## config.mk

```make
export PLATFORM = sky130hd
export DESIGN_NAME = lpwr_ctrl
export DESIGN_NICKNAME = d
export VERILOG_FILES = /design/src/lpwr_pkg.sv /design/src/lpwr_ctrl.sv
export VERILOG_INCLUDE_DIRS = /design/src
export SDC_FILE = /design/constraint.sdc
export NUM_CORES = 1
export LEC_CHECK = 0
export BUFFER_PORTS_ARGS = -buffer_cell sky130_fd_sc_hd__buf_2
export CAP_MARGIN = 20
export CORE_MARGIN = 4
export CORE_UTILIZATION = 43
export CTS_BUF_LIST = sky130_fd_sc_hd__clkbuf_2 sky130_fd_sc_hd__clkbuf_4 sky130_fd_sc_hd__clkbuf_8
export CTS_CLUSTER_SIZE = 28
export DETAILED_ROUTE_END_ITERATION = 10
export MAX_ROUTING_LAYER = met4
export PLACE_DENSITY = 0.71
export SYNTH_ARGS = -nofsm -noshare
export SYNTH_HDL_FRONTEND = slang
export SYNTH_SLANG_ARGS = --single-unit
export TNS_END_PERCENT = 50
```

## constraint.sdc

```tcl
create_clock -name clk_i -period 1.93 [get_ports clk_i]
set_input_delay 0.386 -clock clk_i [delete_from_list [all_inputs] [get_ports clk_i]]
set_output_delay 0.386 -clock clk_i [all_outputs]
set_load 0.02 [all_outputs]
```

## src/lpwr_regs.svh

```systemverilog
// Register offsets, field positions, reset values and counts of the power/wake controller
`ifndef LPWR_REGS_SVH
`define LPWR_REGS_SVH

// ============================================================
// Register byte offsets
`define OFS_PWR_CTRL      8'h00
`define OFS_PWR_STAT      8'h04
`define OFS_EDGE_RISE     8'h08
`define OFS_EDGE_FALL     8'h0C
`define OFS_EDGE_MASK     8'h10
`define OFS_EDGE_PEND     8'h14
`define OFS_MON_CTRL      8'h18

// ============================================================
// Power control fields
`define CTRL_MODE_LSB     0
`define CTRL_DEEP_LP_BIT  2

// ============================================================
// Supply monitor control fields
`define MON_EN_BIT        0
`define MON_FALL_BIT      1
`define MON_RISE_BIT      2

// ============================================================
// Reset values and sizes
`define EDGE_LINES        19
`define PIN_LINES         16
`define LINE_MON          16
`define LINE_RTC          17
`define LINE_USB          18
`define RESET_WORD        32'h0000_0000

`endif

```

## src/lpwr_pkg.sv

```systemverilog
// Types shared by the power-mode and wake controller
package lpwr_pkg;

  // ============================================================
  // Power modes and regulator modes
  typedef enum logic [1:0] {
    MODE_RUN   = 2'b00,
    MODE_SLEEP = 2'b01,
    MODE_DEEP  = 2'b11,
    MODE_STBY  = 2'b10
  } pwr_mode_e;

  typedef enum logic [1:0] {
    REG_NORMAL = 2'b00,
    REG_LOWPWR = 2'b01,
    REG_OFF    = 2'b10
  } reg_mode_e;

  // ============================================================
  // Clock and power gating bundle
  typedef struct packed {
    logic core_clk_en;
    logic periph_clk_en;
    logic pll_en;
    logic internal_fast_osc_en;
    logic external_fast_osc_en;
    logic core_domain_pwr;
    logic rtc_run;
    logic independent_watchdog_run;
  } gate_s;

endpackage : lpwr_pkg

```

## src/lpwr_ctrl.sv

```systemverilog
// Low-power mode sequencer, supply monitor interrupt and edge interrupt unit
//
// Added by the designer: the Wishbone register port and the register addresses.
`timescale 1ns/1ps
`include "lpwr_regs.svh"

// Contract
// - Sleep stops only the core clock; peripherals keep running.
// - Any peripheral interrupt or event ends sleep.
// - Clock-stop disables PLL and both fast oscillators.
// - Clock-stop keeps core domain powered so state survives.
// - Clock-stop regulator is normal or low-power per software bit.
// - Clock-stop ends on any unmasked edge line, pins, monitor, RTC, USB.
// - Standby turns regulator off, powering down core, PLL and oscillators.
// - Standby loses core state; backup, RTC and standby logic keep it.
// - Standby ends on reset pin low, watchdog reset, wake rising, RTC alarm.
// - RTC and its clock never stop in clock-stop or standby.
// - Watchdog running in low power follows a nonvolatile setting.
// - Regulator starts in normal mode after every reset.
// - Normal in run/sleep/clock-stop, low-power only clock-stop, off only standby.
// - Device held in reset while supply is below low-voltage threshold.
// - Enabled monitor interrupts on falling, rising or both crossings.
// - Monitor stays inactive until software enables it.
// - Nineteen edge lines each raise an interrupt request.
// - Each line has rising/falling selection and its own mask.
// - Each line latches a trigger into a readable pending bit.
// - Sixteen lines come from general-purpose pins.
module lpwr_ctrl
  import lpwr_pkg::*;
#(
  parameter int LINES = `EDGE_LINES
) (
  // Clock and reset
  input  wire logic              clk_i,
  input  wire logic              rst_i,
  // Wishbone slave
  input  wire logic              wb_cyc_i,
  input  wire logic              wb_stb_i,
  input  wire logic              wb_we_i,
  input  wire logic [7:0]        wb_adr_i,
  input  wire logic [3:0]        wb_sel_i,
  input  wire logic [31:0]       wb_dat_i,
  output logic      [31:0]       wb_dat_o,
  output logic                   wb_ack_o,
  // Core handshake
  input  wire logic              core_wfi_i,
  input  wire logic              periph_event_i,
  // Wake and reset sources (asynchronous)
  input  wire logic [15:0]       gpio_line_i,
  input  wire logic              supply_above_mon_i,
  input  wire logic              supply_above_lvr_i,
  input  wire logic              rtc_alarm_i,
  input  wire logic              usb_wake_i,
  input  wire logic              wake_pin_i,
  input  wire logic              external_reset_pin_n_i,
  input  wire logic              watchdog_reset_i,
  input  wire logic              wdt_lowpwr_run_cfg_i,
  // Power outputs
  output gate_s                  gate_o,
  output reg_mode_e              reg_mode_o,
  output pwr_mode_e              mode_o,
  output logic                   core_reset_o,
  output logic [LINES-1:0]       edge_irq_o,
  output logic                   supply_monitor_irq_o
);

  // ============================================================
  // Input synchronisers
  // Sixteen pins plus monitor, RTC, USB, low-voltage, wake, watchdog and reset pin
  localparam int NSYNC = 23;
  logic [NSYNC-1:0] sync_a;
  logic [NSYNC-1:0] sync_b;
  logic [NSYNC-1:0] sync_d;

  always_ff @(posedge clk_i) begin
    sync_a <= {external_reset_pin_n_i, watchdog_reset_i, wake_pin_i, supply_above_lvr_i,
               usb_wake_i, rtc_alarm_i, supply_above_mon_i, gpio_line_i[15:1], gpio_line_i[0]};
    sync_b <= sync_a;
    sync_d <= sync_b;
  end

  logic [LINES-1:0] line_now;
  logic [LINES-1:0] line_old;
  logic             mon_now;
  logic             lvr_ok;
  logic             wake_rise;
  logic             rst_pin_low;
  logic             wdt_rst;
  logic             rtc_now;

  assign line_now    = sync_b[LINES-1:0];
  assign line_old    = sync_d[LINES-1:0];
  assign mon_now     = sync_b[`LINE_MON];
  assign rtc_now     = sync_b[`LINE_RTC];
  assign lvr_ok      = sync_b[19];
  assign wake_rise   = sync_b[20] & ~sync_d[20];
  assign wdt_rst     = sync_b[20+1];
  assign rst_pin_low = ~sync_b[NSYNC-1];

  // ============================================================
  // Registers
  logic [1:0]       mode_sel;
  logic             deep_lp;
  logic [LINES-1:0] rise_sel;
  logic [LINES-1:0] fall_sel;
  logic [LINES-1:0] line_mask;
  logic [LINES-1:0] pend;
  logic [2:0]       mon_ctrl;
  logic             mon_irq_flag;
  pwr_mode_e        state;

  logic wr;
  logic rd;
  assign wr = wb_cyc_i & wb_stb_i & wb_we_i & ~wb_ack_o;
  assign rd = wb_cyc_i & wb_stb_i & ~wb_we_i & ~wb_ack_o;

  function automatic logic [31:0] merge(input logic [31:0] old, input logic [31:0] nw,
                                        input logic [3:0] sel);
    logic [31:0] r;
    r = old;
    for (int i = 0; i < 4; i++) begin
      if (sel[i]) begin
        r[i*8 +: 8] = nw[i*8 +: 8];
      end
    end
    return r;
  endfunction : merge

  function automatic logic [31:0] wide(input logic [LINES-1:0] v);
    logic [31:0] r;
    r = '0;
    r[LINES-1:0] = v;
    return r;
  endfunction : wide

  logic [31:0] wdat_ctrl;
  logic [31:0] wdat_rise;
  logic [31:0] wdat_fall;
  logic [31:0] wdat_mask;
  logic [31:0] wdat_mon;
  logic [31:0] wdat_clr;
  assign wdat_ctrl = merge({29'h0, deep_lp, mode_sel}, wb_dat_i, wb_sel_i);
  assign wdat_rise = merge(wide(rise_sel), wb_dat_i, wb_sel_i);
  assign wdat_fall = merge(wide(fall_sel), wb_dat_i, wb_sel_i);
  assign wdat_mask = merge(wide(line_mask), wb_dat_i, wb_sel_i);
  assign wdat_mon  = merge({29'h0, mon_ctrl}, wb_dat_i, wb_sel_i);
  assign wdat_clr  = merge(`RESET_WORD, wb_dat_i, wb_sel_i);

  // Configuration clears on reset, on low supply and while in standby
  logic sys_rst;
  assign sys_rst = rst_i | ~lvr_ok;

  always_ff @(posedge clk_i) begin
    if (sys_rst || state == MODE_STBY) begin
      mode_sel <= 2'h0;
      deep_lp  <= 1'b0;
      rise_sel <= '0;
      fall_sel <= '0;
      line_mask <= '0;
      mon_ctrl <= 3'h0;
    end else if (wr) begin
      case (wb_adr_i)
        `OFS_PWR_CTRL: begin
          mode_sel <= wdat_ctrl[`CTRL_MODE_LSB +: 2];
          deep_lp  <= wdat_ctrl[`CTRL_DEEP_LP_BIT];
        end
        `OFS_EDGE_RISE: rise_sel  <= wdat_rise[LINES-1:0];
        `OFS_EDGE_FALL: fall_sel  <= wdat_fall[LINES-1:0];
        `OFS_EDGE_MASK: line_mask <= wdat_mask[LINES-1:0];
        `OFS_MON_CTRL:  mon_ctrl  <= wdat_mon[2:0];
        default: begin
        end
      endcase
    end
  end

  // ============================================================
  // Edge detection and pending bits
  logic [LINES-1:0] trig;
  logic [LINES-1:0] clr;
  logic [LINES-1:0] src_enable;
  always_comb begin
    src_enable = '1;
    src_enable[`LINE_MON] = mon_ctrl[`MON_EN_BIT];
  end
  assign trig = src_enable & ((rise_sel & line_now & ~line_old) |
                              (fall_sel & ~line_now & line_old));
  assign clr  = (wr && wb_adr_i == `OFS_EDGE_PEND) ? wdat_clr[LINES-1:0] : '0;

  always_ff @(posedge clk_i) begin
    if (sys_rst || state == MODE_STBY) begin
      pend <= '0;
    end else begin
      pend <= (pend & ~clr) | trig;
    end
  end

  // ============================================================
  // Supply monitor interrupt
  logic mon_rise;
  logic mon_fall;
  assign mon_rise = mon_now & ~sync_d[`LINE_MON];
  assign mon_fall = ~mon_now & sync_d[`LINE_MON];

  always_ff @(posedge clk_i) begin
    if (sys_rst || state == MODE_STBY || !mon_ctrl[`MON_EN_BIT]) begin
      mon_irq_flag <= 1'b0;
    end else if ((mon_ctrl[`MON_FALL_BIT] & mon_fall) | (mon_ctrl[`MON_RISE_BIT] & mon_rise)) begin
      mon_irq_flag <= 1'b1;
    end else if (wr && wb_adr_i == `OFS_MON_CTRL && wdat_mon[8]) begin
      mon_irq_flag <= 1'b0;
    end
  end

  // ============================================================
  // Mode sequencer
  logic any_wake;
  assign any_wake = |(pend & line_mask);

  always_ff @(posedge clk_i) begin
    if (sys_rst) begin
      state <= MODE_RUN;
    end else begin
      case (state)
        MODE_RUN: begin
          if (core_wfi_i) begin
            case (mode_sel)
              2'd1:    state <= MODE_SLEEP;
              2'd2:    state <= MODE_DEEP;
              2'd3:    state <= MODE_STBY;
              default: state <= MODE_RUN;
            endcase
          end
        end
        MODE_SLEEP: if (periph_event_i || any_wake) state <= MODE_RUN;
        MODE_DEEP:  if (any_wake) state <= MODE_RUN;
        MODE_STBY: begin
          if (rst_pin_low || wdt_rst || wake_rise || rtc_now) begin
            state <= MODE_RUN;
          end
        end
        default: state <= MODE_RUN;
      endcase
    end
  end

  // ============================================================
  // Gating and regulator outputs
  gate_s     next_gate;
  reg_mode_e next_reg;
  always_comb begin
    next_gate = '{core_clk_en: 1'b1, periph_clk_en: 1'b1, pll_en: 1'b1,
                  internal_fast_osc_en: 1'b1, external_fast_osc_en: 1'b1,
                  core_domain_pwr: 1'b1, rtc_run: 1'b1, independent_watchdog_run: 1'b1};
    next_reg  = REG_NORMAL;
    case (state)
      MODE_SLEEP: next_gate.core_clk_en = 1'b0;
      MODE_DEEP: begin
        next_gate.core_clk_en          = 1'b0;
        next_gate.periph_clk_en        = 1'b0;
        next_gate.pll_en               = 1'b0;
        next_gate.internal_fast_osc_en = 1'b0;
        next_gate.external_fast_osc_en = 1'b0;
        next_gate.core_domain_pwr      = 1'b1;
        next_gate.independent_watchdog_run = wdt_lowpwr_run_cfg_i;
        next_reg = deep_lp ? REG_LOWPWR : REG_NORMAL;
      end
      MODE_STBY: begin
        next_gate.core_clk_en          = 1'b0;
        next_gate.periph_clk_en        = 1'b0;
        next_gate.pll_en               = 1'b0;
        next_gate.internal_fast_osc_en = 1'b0;
        next_gate.external_fast_osc_en = 1'b0;
        next_gate.core_domain_pwr      = 1'b0;
        next_gate.independent_watchdog_run = wdt_lowpwr_run_cfg_i;
        next_reg = REG_OFF;
      end
      default: begin
      end
    endcase
    next_gate.rtc_run = 1'b1;
  end

  always_ff @(posedge clk_i) begin
    if (sys_rst) begin
      gate_o      <= '{default: 1'b1};
      reg_mode_o  <= REG_NORMAL;
      mode_o      <= MODE_RUN;
      core_reset_o <= 1'b1;
    end else begin
      gate_o      <= next_gate;
      reg_mode_o  <= next_reg;
      mode_o      <= state;
      core_reset_o <= (state == MODE_STBY);
    end
  end

  always_ff @(posedge clk_i) begin
    if (sys_rst) begin
      edge_irq_o           <= '0;
      supply_monitor_irq_o <= 1'b0;
    end else begin
      edge_irq_o           <= pend & line_mask;
      supply_monitor_irq_o <= mon_irq_flag;
    end
  end

  // ============================================================
  // Wishbone answer: one wait state, unmapped reads return zero
  always_ff @(posedge clk_i) begin
    if (rst_i) begin
      wb_ack_o <= 1'b0;
      wb_dat_o <= `RESET_WORD;
    end else begin
      wb_ack_o <= wr | rd;
      wb_dat_o <= `RESET_WORD;
      if (rd) begin
        case (wb_adr_i)
          `OFS_PWR_CTRL:  wb_dat_o <= {29'h0, deep_lp, mode_sel};
          `OFS_PWR_STAT:  wb_dat_o <= {27'h0, lvr_ok, mon_now, mon_irq_flag, state};
          `OFS_EDGE_RISE: wb_dat_o <= wide(rise_sel);
          `OFS_EDGE_FALL: wb_dat_o <= wide(fall_sel);
          `OFS_EDGE_MASK: wb_dat_o <= wide(line_mask);
          `OFS_EDGE_PEND: wb_dat_o <= wide(pend);
          `OFS_MON_CTRL:  wb_dat_o <= {23'h0, mon_irq_flag, 5'h0, mon_ctrl};
          default:        wb_dat_o <= `RESET_WORD;
        endcase
      end
    end
  end

endmodule : lpwr_ctrl

```

==> impl_metrics.csv, run 1 <==
group,metric,value,unit
worst_setup_path,end_kind,"flop",
cells_and_area,final_cells,1097,
die,num_rows,46,
sta,fmax,654.1,MHz
clock_tree,worstSkewPairLatency,480,ps
cells_and_area,drive_above_1_share,0.2182,
place,gp_congestion,0.8330,
clock_tree,htree_levels,4,
die,die_area,18820,µm²
logic_synthesis,syn_area,7177,µm²
logic_synthesis,synth-main-ff-cell,"dfxtp_1",
die,start_util,0.4453,
drt,routed_via_density,5.094,
logic_synthesis,postSynthAreaPerCell,10.01,µm²
grt,grt_usage,0.2037,
grt,overflow,0,
drt,drt_first_pass_iters,5,
sta,period_minus_slack,1529,ps
drt,drc_errors,0,
clock_tree,clk_transition_reported_paths,100,ps
cells_and_area,layout_commonest_cell,"dfxtp_1",
drt,met1Wirelength,7.997,mm
logic_synthesis,ys_warn_count,0,
clock_tree,numCtsBuffers,17,
grt,grt_pass1_wl,28.45,mm
worst_setup_path,critPathCapture,"state[0]",
grt,antenna_found_initial,2,
worst_setup_path,reg2reg_slack,400,ps
drt,ant_nets,0,
worst_setup_path,cp-start-kind,"flop",
place,pre_cts_ws,-50.80,ps
drt,wl_per_cell,16.51,µm
worst_setup_path,regToRegEndpoint,"state[0]",
logic_synthesis,async_flop_share,0,
drt,drtIter0Drc,562,
sta,timing.final.ws_setup,401.2,ps
worst_setup_path,worstPathRequired,2340,ps
job,cap_violations,0,
worst_setup_path,startpoint,"pend[5]",
sta,finalCritPeriodShare,0.7921,
worst_setup_path,crit_type,"reg -> reg",
cells_and_area,nNetsFinal,945,
sta,finalMaxSlewViolations,0,
logic_synthesis,synth-edff-count,0,
clock_tree,cts_sinks,200,
cells_and_area,stdcell_area,8885,µm²
sta,max_slew_margin,0.5942,
cells_and_area,most-common-layout-cells,"dfxtp_1 (200), nor2_1 (117), buf_2 (112)",
worst_setup_path,cp.arrival,1940,ps
place,dpl_cell_area,8134,µm²
worst_hold_path,min_path_type,"in -> reg",
power_and_ir_drop,power_density,889.7,nW/µm²
cells_and_area,final_util,0.5513,
sta,skew,13.69,ps
power_and_ir_drop,p_leak,4.091,nW
worst_setup_path,timing.rr.start,"pend[5]",
sta,rsz0062_at_grt,"no",
place,port_buffers,112,
clock_tree,cts_tree,"built",
clock_tree,ctsResizeCount,0,
die,core_area,16120,µm²
clock_tree,max-clock-path-buffers,2,
grt,grt_pass1_vias,5408,
cells_and_area,fillCellCount,1462,
logic_synthesis,netlist_instances,717,
drt,postRouteWirelength,18.11,mm
sta,finalSetupViolations,0,
outcome,status,"complete, no violations",
sta,holdWs,103.2,ps
logic_synthesis,ys_ff_latch,200,
die,dieHeight,137.2,µm
cells_and_area,area_growth,23.80,%
grt,grt_start_max_net_pins,49,
die,die_w,137.2,µm
clock_tree,root_buffer,"clkbuf_8",
drt,wl_met2,8.280,mm
sta,hold_viol,0,
logic_synthesis,synth_seq_area_share,0.5579,
worst_setup_path,cp_max_fo,4,
power_and_ir_drop,ir_worst_vdd,460.4,µV
sta,tightest_slew,608.8,ps
place,dp_cells,1041,
place,place_hpwl,12.63,mm
drt,met3_length,1.398,mm
worst_setup_path,reg2reg_depth,4,
drt,vias,5588,
drt,highest_layer,"met4",
logic_synthesis,synth_cell_types,49,
die,io_pins,141,
[flip-flops by register name, summed over array words and instances (netlist names), 2 cells and up]
register,cells
sync_a,23
sync_b,23
sync_d,20
edge_irq_o,19
fall_sel,19
line_mask,19
pend,19
rise_sel,19
wb_dat_o,19
gate_o,4
mon_ctrl,3
mode_o,2
mode_sel,2
reg_mode_o,2
state,2
[cells in the mapped netlist (4+ instances only)]
library cell,number,share of area
a21oi_1,23,0.016
a222oi_1,14,0.020
a22o_1,5,0.0061
a22oi_1,10,0.010
a31oi_1,18,0.016
a32o_1,13,0.018
and3_1,6,0.0052
buf_2,10,0.0070
buf_4,18,0.019
clkbuf_1,17,0.0089
dfxtp_1,200,0.56
inv_1,42,0.022
mux2i_1,67,0.093
nand2_1,39,0.020
nand2b_1,4,0.0035
nand3_1,5,0.0035
nand4_1,15,0.013
nand4_2,6,0.010
nor2_1,117,0.061
nor2b_1,18,0.016
nor3_1,4,0.0028
o21ai_0,19,0.013
[worst max-delay path, cell delays in order, from the launching register on]
cell and delay (ps):
dfxtp_1 350, a22oi_1 310, nand4_1 140, or4_1 540, a21oi_1 130
[report_power, final]
| group | total, W | switching, W | leakage, nW | internal (W) |
|---|---|---|---|---|
| logic | 0.000334 | 0.000199 | 2.20 | 0.000135 |
| registers | 0.00423 | 0.0000354 | 1.64 | 0.00420 |
| clock network | 0.00334 | 0.00147 | 0.252 | 0.00187 |
| total | 0.00790 | 0.00170 | 4.09 | 0.00620 |
[layout make-up]
class,count,area (µm²),area share
Clock buffer,19,255.2,0.02873
Sequential cell,200,4004,0.4506
Multi-Input combinational cell,439,2826,0.3181
Clock inverter,13,262.8,0.02957
Tap cell,216,270.3,0.03042
Timing Repair Buffer,167,1106,0.1245
Antenna cell,1,2.502,0.0002817
Inverter,42,157.7,0.01774
[metrics by stage]
| step | total power (W) | setup TNS [ps] |
|---|---|---|
| 6_report | 0.007905 | 0 |
| 4_1_cts | 0.007958 | 0 |
| 3_5_place_dp | 0.004625 | -446.9 |
| 3_3_place_gp | 0.004621 | -874.6 |
| 5_1_grt | 0.008178 | 0 |
| 2_1_floorplan | 0.004484 | 0 |
[worst min path at each step]
stage                          from          to  slack (ps)  cells past startpoint
2_1_floorplan             sync_a[0]   sync_b[0]         310                      0
3_3_place_gp             sync_a[17]  sync_b[17]         310                      0
3_5_place_dp             sync_a[15]  sync_b[15]         310                      0
4_1_cts              gpio_line_i[0]   sync_a[0]           6                      1
5_1_grt                       rst_i    wb_ack_o          80                      2
6_report       wdt_lowpwr_run_cfg_i   gate_o[0]         100                      2
[metal layers]
| metal | up-vias | track usage |
|---|---|---|
| met3 | 32 | 0.05150 |
| met2 | 204 | 0.3120 |
| li1 | 2772 | - |
| met4 | 0 | 0.07206 |
| met5 | - | - |
| met1 | 2580 | 0.2631 |
[cell families (layout without fill, tap and decap cells)]
kind of cell | after synthesis | in the layout | synth area share
compound gates | 115 | 115 | 0.1128
fa+ha+maj | 3 | 3 | 0.005231
buf+inv | 90 | 241 | 0.05823
flops | 200 | 200 | 0.5579
mux | 70 | 70 | 0.09972
other cells | 2 | 15 | 0.001046
simple gates | 237 | 237 | 0.1651
[repair_timing]
action,4_1_cts,5_1_grt
hold buffers,22,1
buffers inserted,0,0
endpoints found under the hold margin,22,1
No activity file was read; power rests on OpenSTA's default activity.
==> run 2: changes to the inputs <==
==> constraint.sdc (replaced) <==
create_clock -name clk_i -period 1.25 [get_ports clk_i]
set_input_delay 0.25 -clock clk_i [delete_from_list [all_inputs] [get_ports clk_i]]
set_output_delay 0.25 -clock clk_i [all_outputs]
set_load 0.02 [all_outputs]
==> run 2 against run 1 <==
  * The flow now finishes with violations (negative setup slack)
  * Combinational power increased by 91%
  * Routed wire length increased by 6.7%
  * Sequential power increased by 55%
  * Clock skew about the same
  * Die area unchanged
  * Count of clock-buffer cells in the layout decreased by 1
  * Design area increased by 11%
  * Total power increased by 43%
  * Critical path depth increased by 1
  * Flip-flop and latch count unchanged
  * Clock power increased by 24%
  * Maximum frequency increased by 3.9%
  * Highest routed layer unchanged
==> impl_metrics.csv, run 2 (synthesized netlist as in run 1, its figures left out) <==
group,metric,value,unit
outcome,status,"finished, violations left",
outcome,violations,"negative setup slack",
drt,drc_errors,0,
power_and_ir_drop,p_leak,4.466,nW
die,die_w,137.2,µm
die,die_area,18820,µm²
power_and_ir_drop,swShare,0.2513,
die,start_util,0.4453,
worst_hold_path,hold_depth,3,
worst_setup_path,worstPathRequired,1630,ps
cells_and_area,reg.largest.list,"sync_a (23), sync_b (23), sync_d (20)",
sta,hold_viol,0,
cells_and_area,multiInputGateArea,3032,µm²
sta,timing.final.ws_setup,-221.9,ps
sta,finalMaxSlewViolations,0,
clock_tree,root_buffer,"clkbuf_8",
cells_and_area,layout_commonest_cell,"dfxtp_1",
sta,period_minus_slack,1472,ps
power_and_ir_drop,p_int,0.008460,W
die,io_pins,141,
place,port_buffers,112,
power_and_ir_drop,netSwitchingPower,0.002839,W
clock_tree,numCtsBuffers,17,
power_and_ir_drop,clkPwrFrac,0.365,
drt,wl_per_cell,16.53,µm
power_and_ir_drop,p_seq_frac,0.579,
place,pre_cts_ws,-579.2,ps
worst_setup_path,cp.arrival,1860,ps
power_and_ir_drop,ir_worst_vdd,775.2,µV
sta,skew,13.44,ps
worst_setup_path,cp_max_fo,15,
grt,antenna_found_initial,2,
cells_and_area,area.sequential,4036,µm²
place,gp_congestion,0.8858,
clock_tree,htree_levels,4,
power_and_ir_drop,p_total,0.01130,W
cells_and_area,drive_above_1_share,0.3365,
sta,finalCritPeriodShare,1.177,
worst_setup_path,crit_type,"reg -> reg",
sta,finalSetupViolations,88,
worst_setup_path,reg2reg_depth,5,
clock_tree,cts_tree,"built",
drt,drtIter0Drc,482,
worst_hold_path,min_path_type,"in -> reg",
sta,holdWs,41.24,ps
drt,vias,5966,
drt,ant_nets,0,
grt,grt_pass1_wl,29.53,mm
die,dieHeight,137.2,µm
clock_tree,worstSkewPairLatency,490,ps
worst_setup_path,end_kind,"flop",
drt,routed_via_density,5.104,
cells_and_area,nNetsFinal,1016,
drt,postRouteWirelength,19.32,mm
cells_and_area,final_util,0.6115,
clock_tree,max-clock-path-buffers,2,
grt,overflow,0,
clock_tree,clk_transition_reported_paths,110,ps
cells_and_area,area_growth,37.31,%
place,place_hpwl,13.87,mm
die,core_area,16120,µm²
cells_and_area,fillCellCount,1315,
cells_and_area,most-common-layout-cells,"dfxtp_1 (174), nor2_1 (116), buf_4 (103)",
power_and_ir_drop,power_density,1147,nW/µm²
sta,rsz0062_at_grt,"yes",
grt,grt_pass1_vias,5648,
die,num_rows,46,
sta,fmax,679.4,MHz
drt,drt_first_pass_iters,6,
grt,grt_usage,0.2115,
grt,grt_start_max_net_pins,26,
worst_setup_path,cp-start-kind,"flop",
clock_tree,cts_sinks,200,
power_and_ir_drop,combPwrFrac,0.056,
job,cap_violations,0,
run 2: cell types whose count changed in the layout (fill, tap and decap cells not counted), sizes merged:
cell	before	now
clkinv	1	3
clkinvlp	2	3
diode	1	2
clkbuf	19	18
dlygate4sd3	23	27
buf	144	211
inv	45	49
bufinv	7	1
run 2: worst paths after layout:
path | startpoint | slack [ps] | end
setup reg to reg | wb_ack_o | -220 | fall_sel[15]
setup / recovery | wb_ack_o | -220 | fall_sel[15]
hold / removal | wb_dat_i[16] | 40 | fall_sel[16]
hold reg to reg | sync_a[5] | 330 | sync_b[5]
run 2: repair_timing:
item,in CTS,in global routing
hold endpoints to repair,25,0
setup buffers,1,2
gates resized for setup,55,74
pin swaps,11,11
hold buffers,27,0
endpoints found under the setup margin,125,141
run 2: power by group through the flow:
stage	Sequential [W]	Combinational (W)	Clock, W
after floorplan	0.00667	0.000279	0
after global placement	0.00668	0.000540	0
after detailed placement	0.00668	0.000544	0
after CTS	0.00654	0.000618	0.00423
after global routing	0.00655	0.000681	0.00449
final	0.00654	0.000637	0.00413
run 2: critical path: stages (launching register included):
cell,delay [ps]
dfxtp_2,330
and4b_1,290
buf_12,180
nand4_4,250
mux2i_1,250
nor2_1,50
run 2: stage by stage:
step / instances / TNS [ps] / instance area [µm²]
floorplan: 729 / -20670 / 7345
global placement: 1106 / -36130 / 8810
detailed placement: 1106 / -37710 / 8810
CTS: 1165 / -14050 / 9619
global route: 1169 / -20820 / 9854
finish: 1169 / -14240 / 9854
run 2: area by class of cell:
class / instances / share of cell area
flip-flops and latches: 200 / 0.4096
multi-input cells: 439 / 0.3076
repair buffers: 238 / 0.1978
well taps: 216 / 0.02743
clock buffers: 18 / 0.02450
clock inverters: 14 / 0.01651
inverters: 42 / 0.01600
diodes: 2 / 0.0005079
run 2: per-layer routing:
metal	share of wire	global-route usage
met5	0	-
met4	0.019	0.07040
met3	0.061	0.05186
met2	0.48	0.3357
met1	0.44	0.2657
==> run 3: changes to the inputs <==
--- a/config.mk
+++ b/config.mk
@@ -14,7 +14,7 @@
 export CTS_CLUSTER_SIZE = 28
 export DETAILED_ROUTE_END_ITERATION = 10
 export MAX_ROUTING_LAYER = met4
-export PLACE_DENSITY = 0.71
+export PLACE_DENSITY = 0.69
 export SYNTH_ARGS = -nofsm -noshare
 export SYNTH_HDL_FRONTEND = slang
 export SYNTH_SLANG_ARGS = --single-unit
==> constraint.sdc (replaced) <==
create_clock -name clk_i -period 1.4 [get_ports clk_i]
set_input_delay 0.28 -clock clk_i [delete_from_list [all_inputs] [get_ports clk_i]]
set_output_delay 0.28 -clock clk_i [all_outputs]
set_load 0.02 [all_outputs]
==> run 3 against run 2 <==
  * The run still ends with negative setup slack left
  * Global-route usage shrank 0.43 points
  * Highest routed layer unchanged
  * Clock power down 6.5%
  * Critical path depth did not move
  * Non-clock buffer count decreased by 22
  * Core utilization shrank 2.6 points
  * Flip-flop and latch count is the same
  * Final cell count down 1.8%
  * Die area unchanged
  * Sequential share of layout area rose by 1.6 points
  * Worst setup slack better by 150 ps
  * Sequential power down 11%
==> impl_metrics.csv, run 3 (synthesized netlist as in run 1, its figures left out) <==
group,metric,value,unit
grt,use_met2,0.3084,
sta,timing.final.ws_setup,-67.35,ps
sta,skew,13.76,ps
worst_setup_path,reg2reg_slack,-70,ps
cells_and_area,fillCellCount,1397,
sta,rsz0062_at_grt,"yes",
power_and_ir_drop,ir_worst_vdd,707.3,µV
drt,drc_errors,0,
cells_and_area,final_util,0.5852,
power_and_ir_drop,combPwrFrac,0.052,
power_and_ir_drop,p_leak,4.330,nW
clock_tree,clk_transition_reported_paths,100,ps
cells_and_area,layout_commonest_cell,"dfxtp_1",
worst_setup_path,worst-path-buf-inv,1,
drt,drtIter0Drc,431,
grt,grt_util_met1,0.2810,
worst_hold_path,hp-start,"wb_dat_i[5]",
grt,antenna_found_initial,2,
clock_tree,worstSkewPairLatency,480,ps
worst_setup_path,worstPathRequired,1770,ps
power_and_ir_drop,clkPwrFrac,0.377,
outcome,status,"finished, violations left",
grt,overflow,0,
clock_tree,htree_levels,4,
place,port_buffers,112,
clock_tree,cts_sinks,200,
die,dieHeight,137.2,µm
cells_and_area,area_growth,31.42,%
place,dp_cells,1085,
cells_and_area,area.sequential,4010,µm²
power_and_ir_drop,p_seq_frac,0.570,
cells_and_area,multiInputGateArea,2999,µm²
sta,finalCritPeriodShare,1.048,
die,start_util,0.4453,
cells_and_area,final_cells,1148,
grt,grt_pass1_vias,5455,
grt,met3_usage,0.05150,
sta,period_minus_slack,1467,ps
die,io_pins,141,
worst_hold_path,min_path_type,"in -> reg",
drt,wl_per_cell,16.28,µm
worst_setup_path,crit_slowest_cell,"dfxtp_2",
sta,fmax,681.5,MHz
clock_tree,numCtsBuffers,17,
cells_and_area,most-common-layout-cells,"dfxtp_1 (195), nor2_1 (115), buf_2 (111)",
cells_and_area,reg.largest.list,"sync_a (23), sync_b (23), sync_d (20)",
worst_setup_path,reg2reg_depth,5,
place,gp_congestion,0.9207,
worst_setup_path,cp-start-kind,"flop",
worst_setup_path,cp_max_fo,15,
worst_setup_path,cp_cell_sequence,"and4b_1 > buf_12 > nand4_1 > o21ai_1 > a21oi_1",
die,core_area,16120,µm²
power_and_ir_drop,p_total,0.01023,W
outcome,violations,"negative setup slack",
sta,hold_viol,0,
worst_hold_path,hold_depth,3,
die,die_area,18820,µm²
sta,holdWs,80.94,ps
power_and_ir_drop,p_int,0.007713,W
drt,ant_nets,0,
power_and_ir_drop,netSwitchingPower,0.002522,W
sta,finalMaxSlewViolations,0,
cells_and_area,drive_above_1_share,0.2896,
drt,postRouteWirelength,18.70,mm
drt,drt_first_pass_iters,5,
clock_tree,root_buffer,"clkbuf_8",
clock_tree,max-clock-path-buffers,2,
sta,finalSetupViolations,41,
worst_setup_path,cp.arrival,1840,ps
grt,grt_pass1_wl,29.00,mm
job,cap_violations,0,
grt,grt_usage,0.2071,
worst_setup_path,startpoint,"wb_ack_o",
grt,grt_start_max_net_pins,39,
die,num_rows,46,
worst_setup_path,regToRegEndpoint,"pend[17]",
grt,gr-max-usage-layer,"met2",
worst_hold_path,whs_endpoint,"rise_sel[5]",
clock_tree,cts_tree,"built",
die,die_w,137.2,µm
drt,routed_via_density,5.105,
place,pre_cts_ws,-298.1,ps
worst_setup_path,crit_type,"reg -> reg",
power_and_ir_drop,swShare,0.2464,
place,place_hpwl,13.46,mm
drt,vias,5861,
power_and_ir_drop,power_density,1085,nW/µm²
worst_setup_path,max_stage_delay,330,ps
worst_setup_path,path_delay_family,"simple AND/OR/NAND/NOR gates",
cells_and_area,nNetsFinal,994,
worst_setup_path,timing.rr.start,"wb_ack_o",
worst_setup_path,end_kind,"flop",
-- run 3: final cells by class --
type	instances	area share
Timing Repair Buffer	216	0.1657
Antenna cell	3	0.0007960
Inverter	42	0.01672
Clock buffer	18	0.02560
Multi-Input combinational cell	439	0.3180
Sequential cell	200	0.4252
Clock inverter	14	0.01937
Tap cell	216	0.02865
-- run 3: routing by layer --
metal,wire [µm],part of all wire
met5,0,0
met4,336,0.018
met3,1506,0.081
met2,8253,0.44
met1,8599,0.46
-- run 3: through the flow --
stage	setup TNS, ps	area (µm²)
finish	-737.7	9432
global route	-5533	9429
floorplan	-8630	7340
CTS	-1213	9325
global placement	-23320	8582
detailed placement	-22610	8582
-- run 3: power groups by stage --
stage / sequential [W] / clock, W / combinational (W)
global placement: 0.00597 / 0 / 0.000463
CTS: 0.00584 / 0.00393 / 0.000521
detailed placement: 0.00597 / 0 / 0.000467
finish: 0.00584 / 0.00386 / 0.000536
floorplan: 0.00596 / 0 / 0.000247
global route: 0.00585 / 0.00416 / 0.000575
-- run 3: worst reg2reg max path, stage by stage (launching register included) --
cell and delay, ps:
dfxtp_2 330, and4b_1 290, buf_12 180, nand4_1 260
o21ai_1 220, a21oi_1 90
-- run 3: what timing repair did --
item | 4_1_cts | 5_1_grt
endpoints found under the setup margin | 71 | 101
pin swaps | 5 | 18
resized for setup | 23 | 26
hold endpoints to repair | 24 | 0
hold buffers | 24 | 0
cloned | 1 | 0
buffers inserted | 1 | 2
-- run 3: worst max path at each step --
stage / to / cells past startpoint
global route: fall_sel[5] / 5
finish: pend[17] / 5
CTS: fall_sel[1] / 5
floorplan: rise_sel[0] / 4
detailed placement: wb_dat_o[1] / 5
global placement: fall_sel[0] / 6
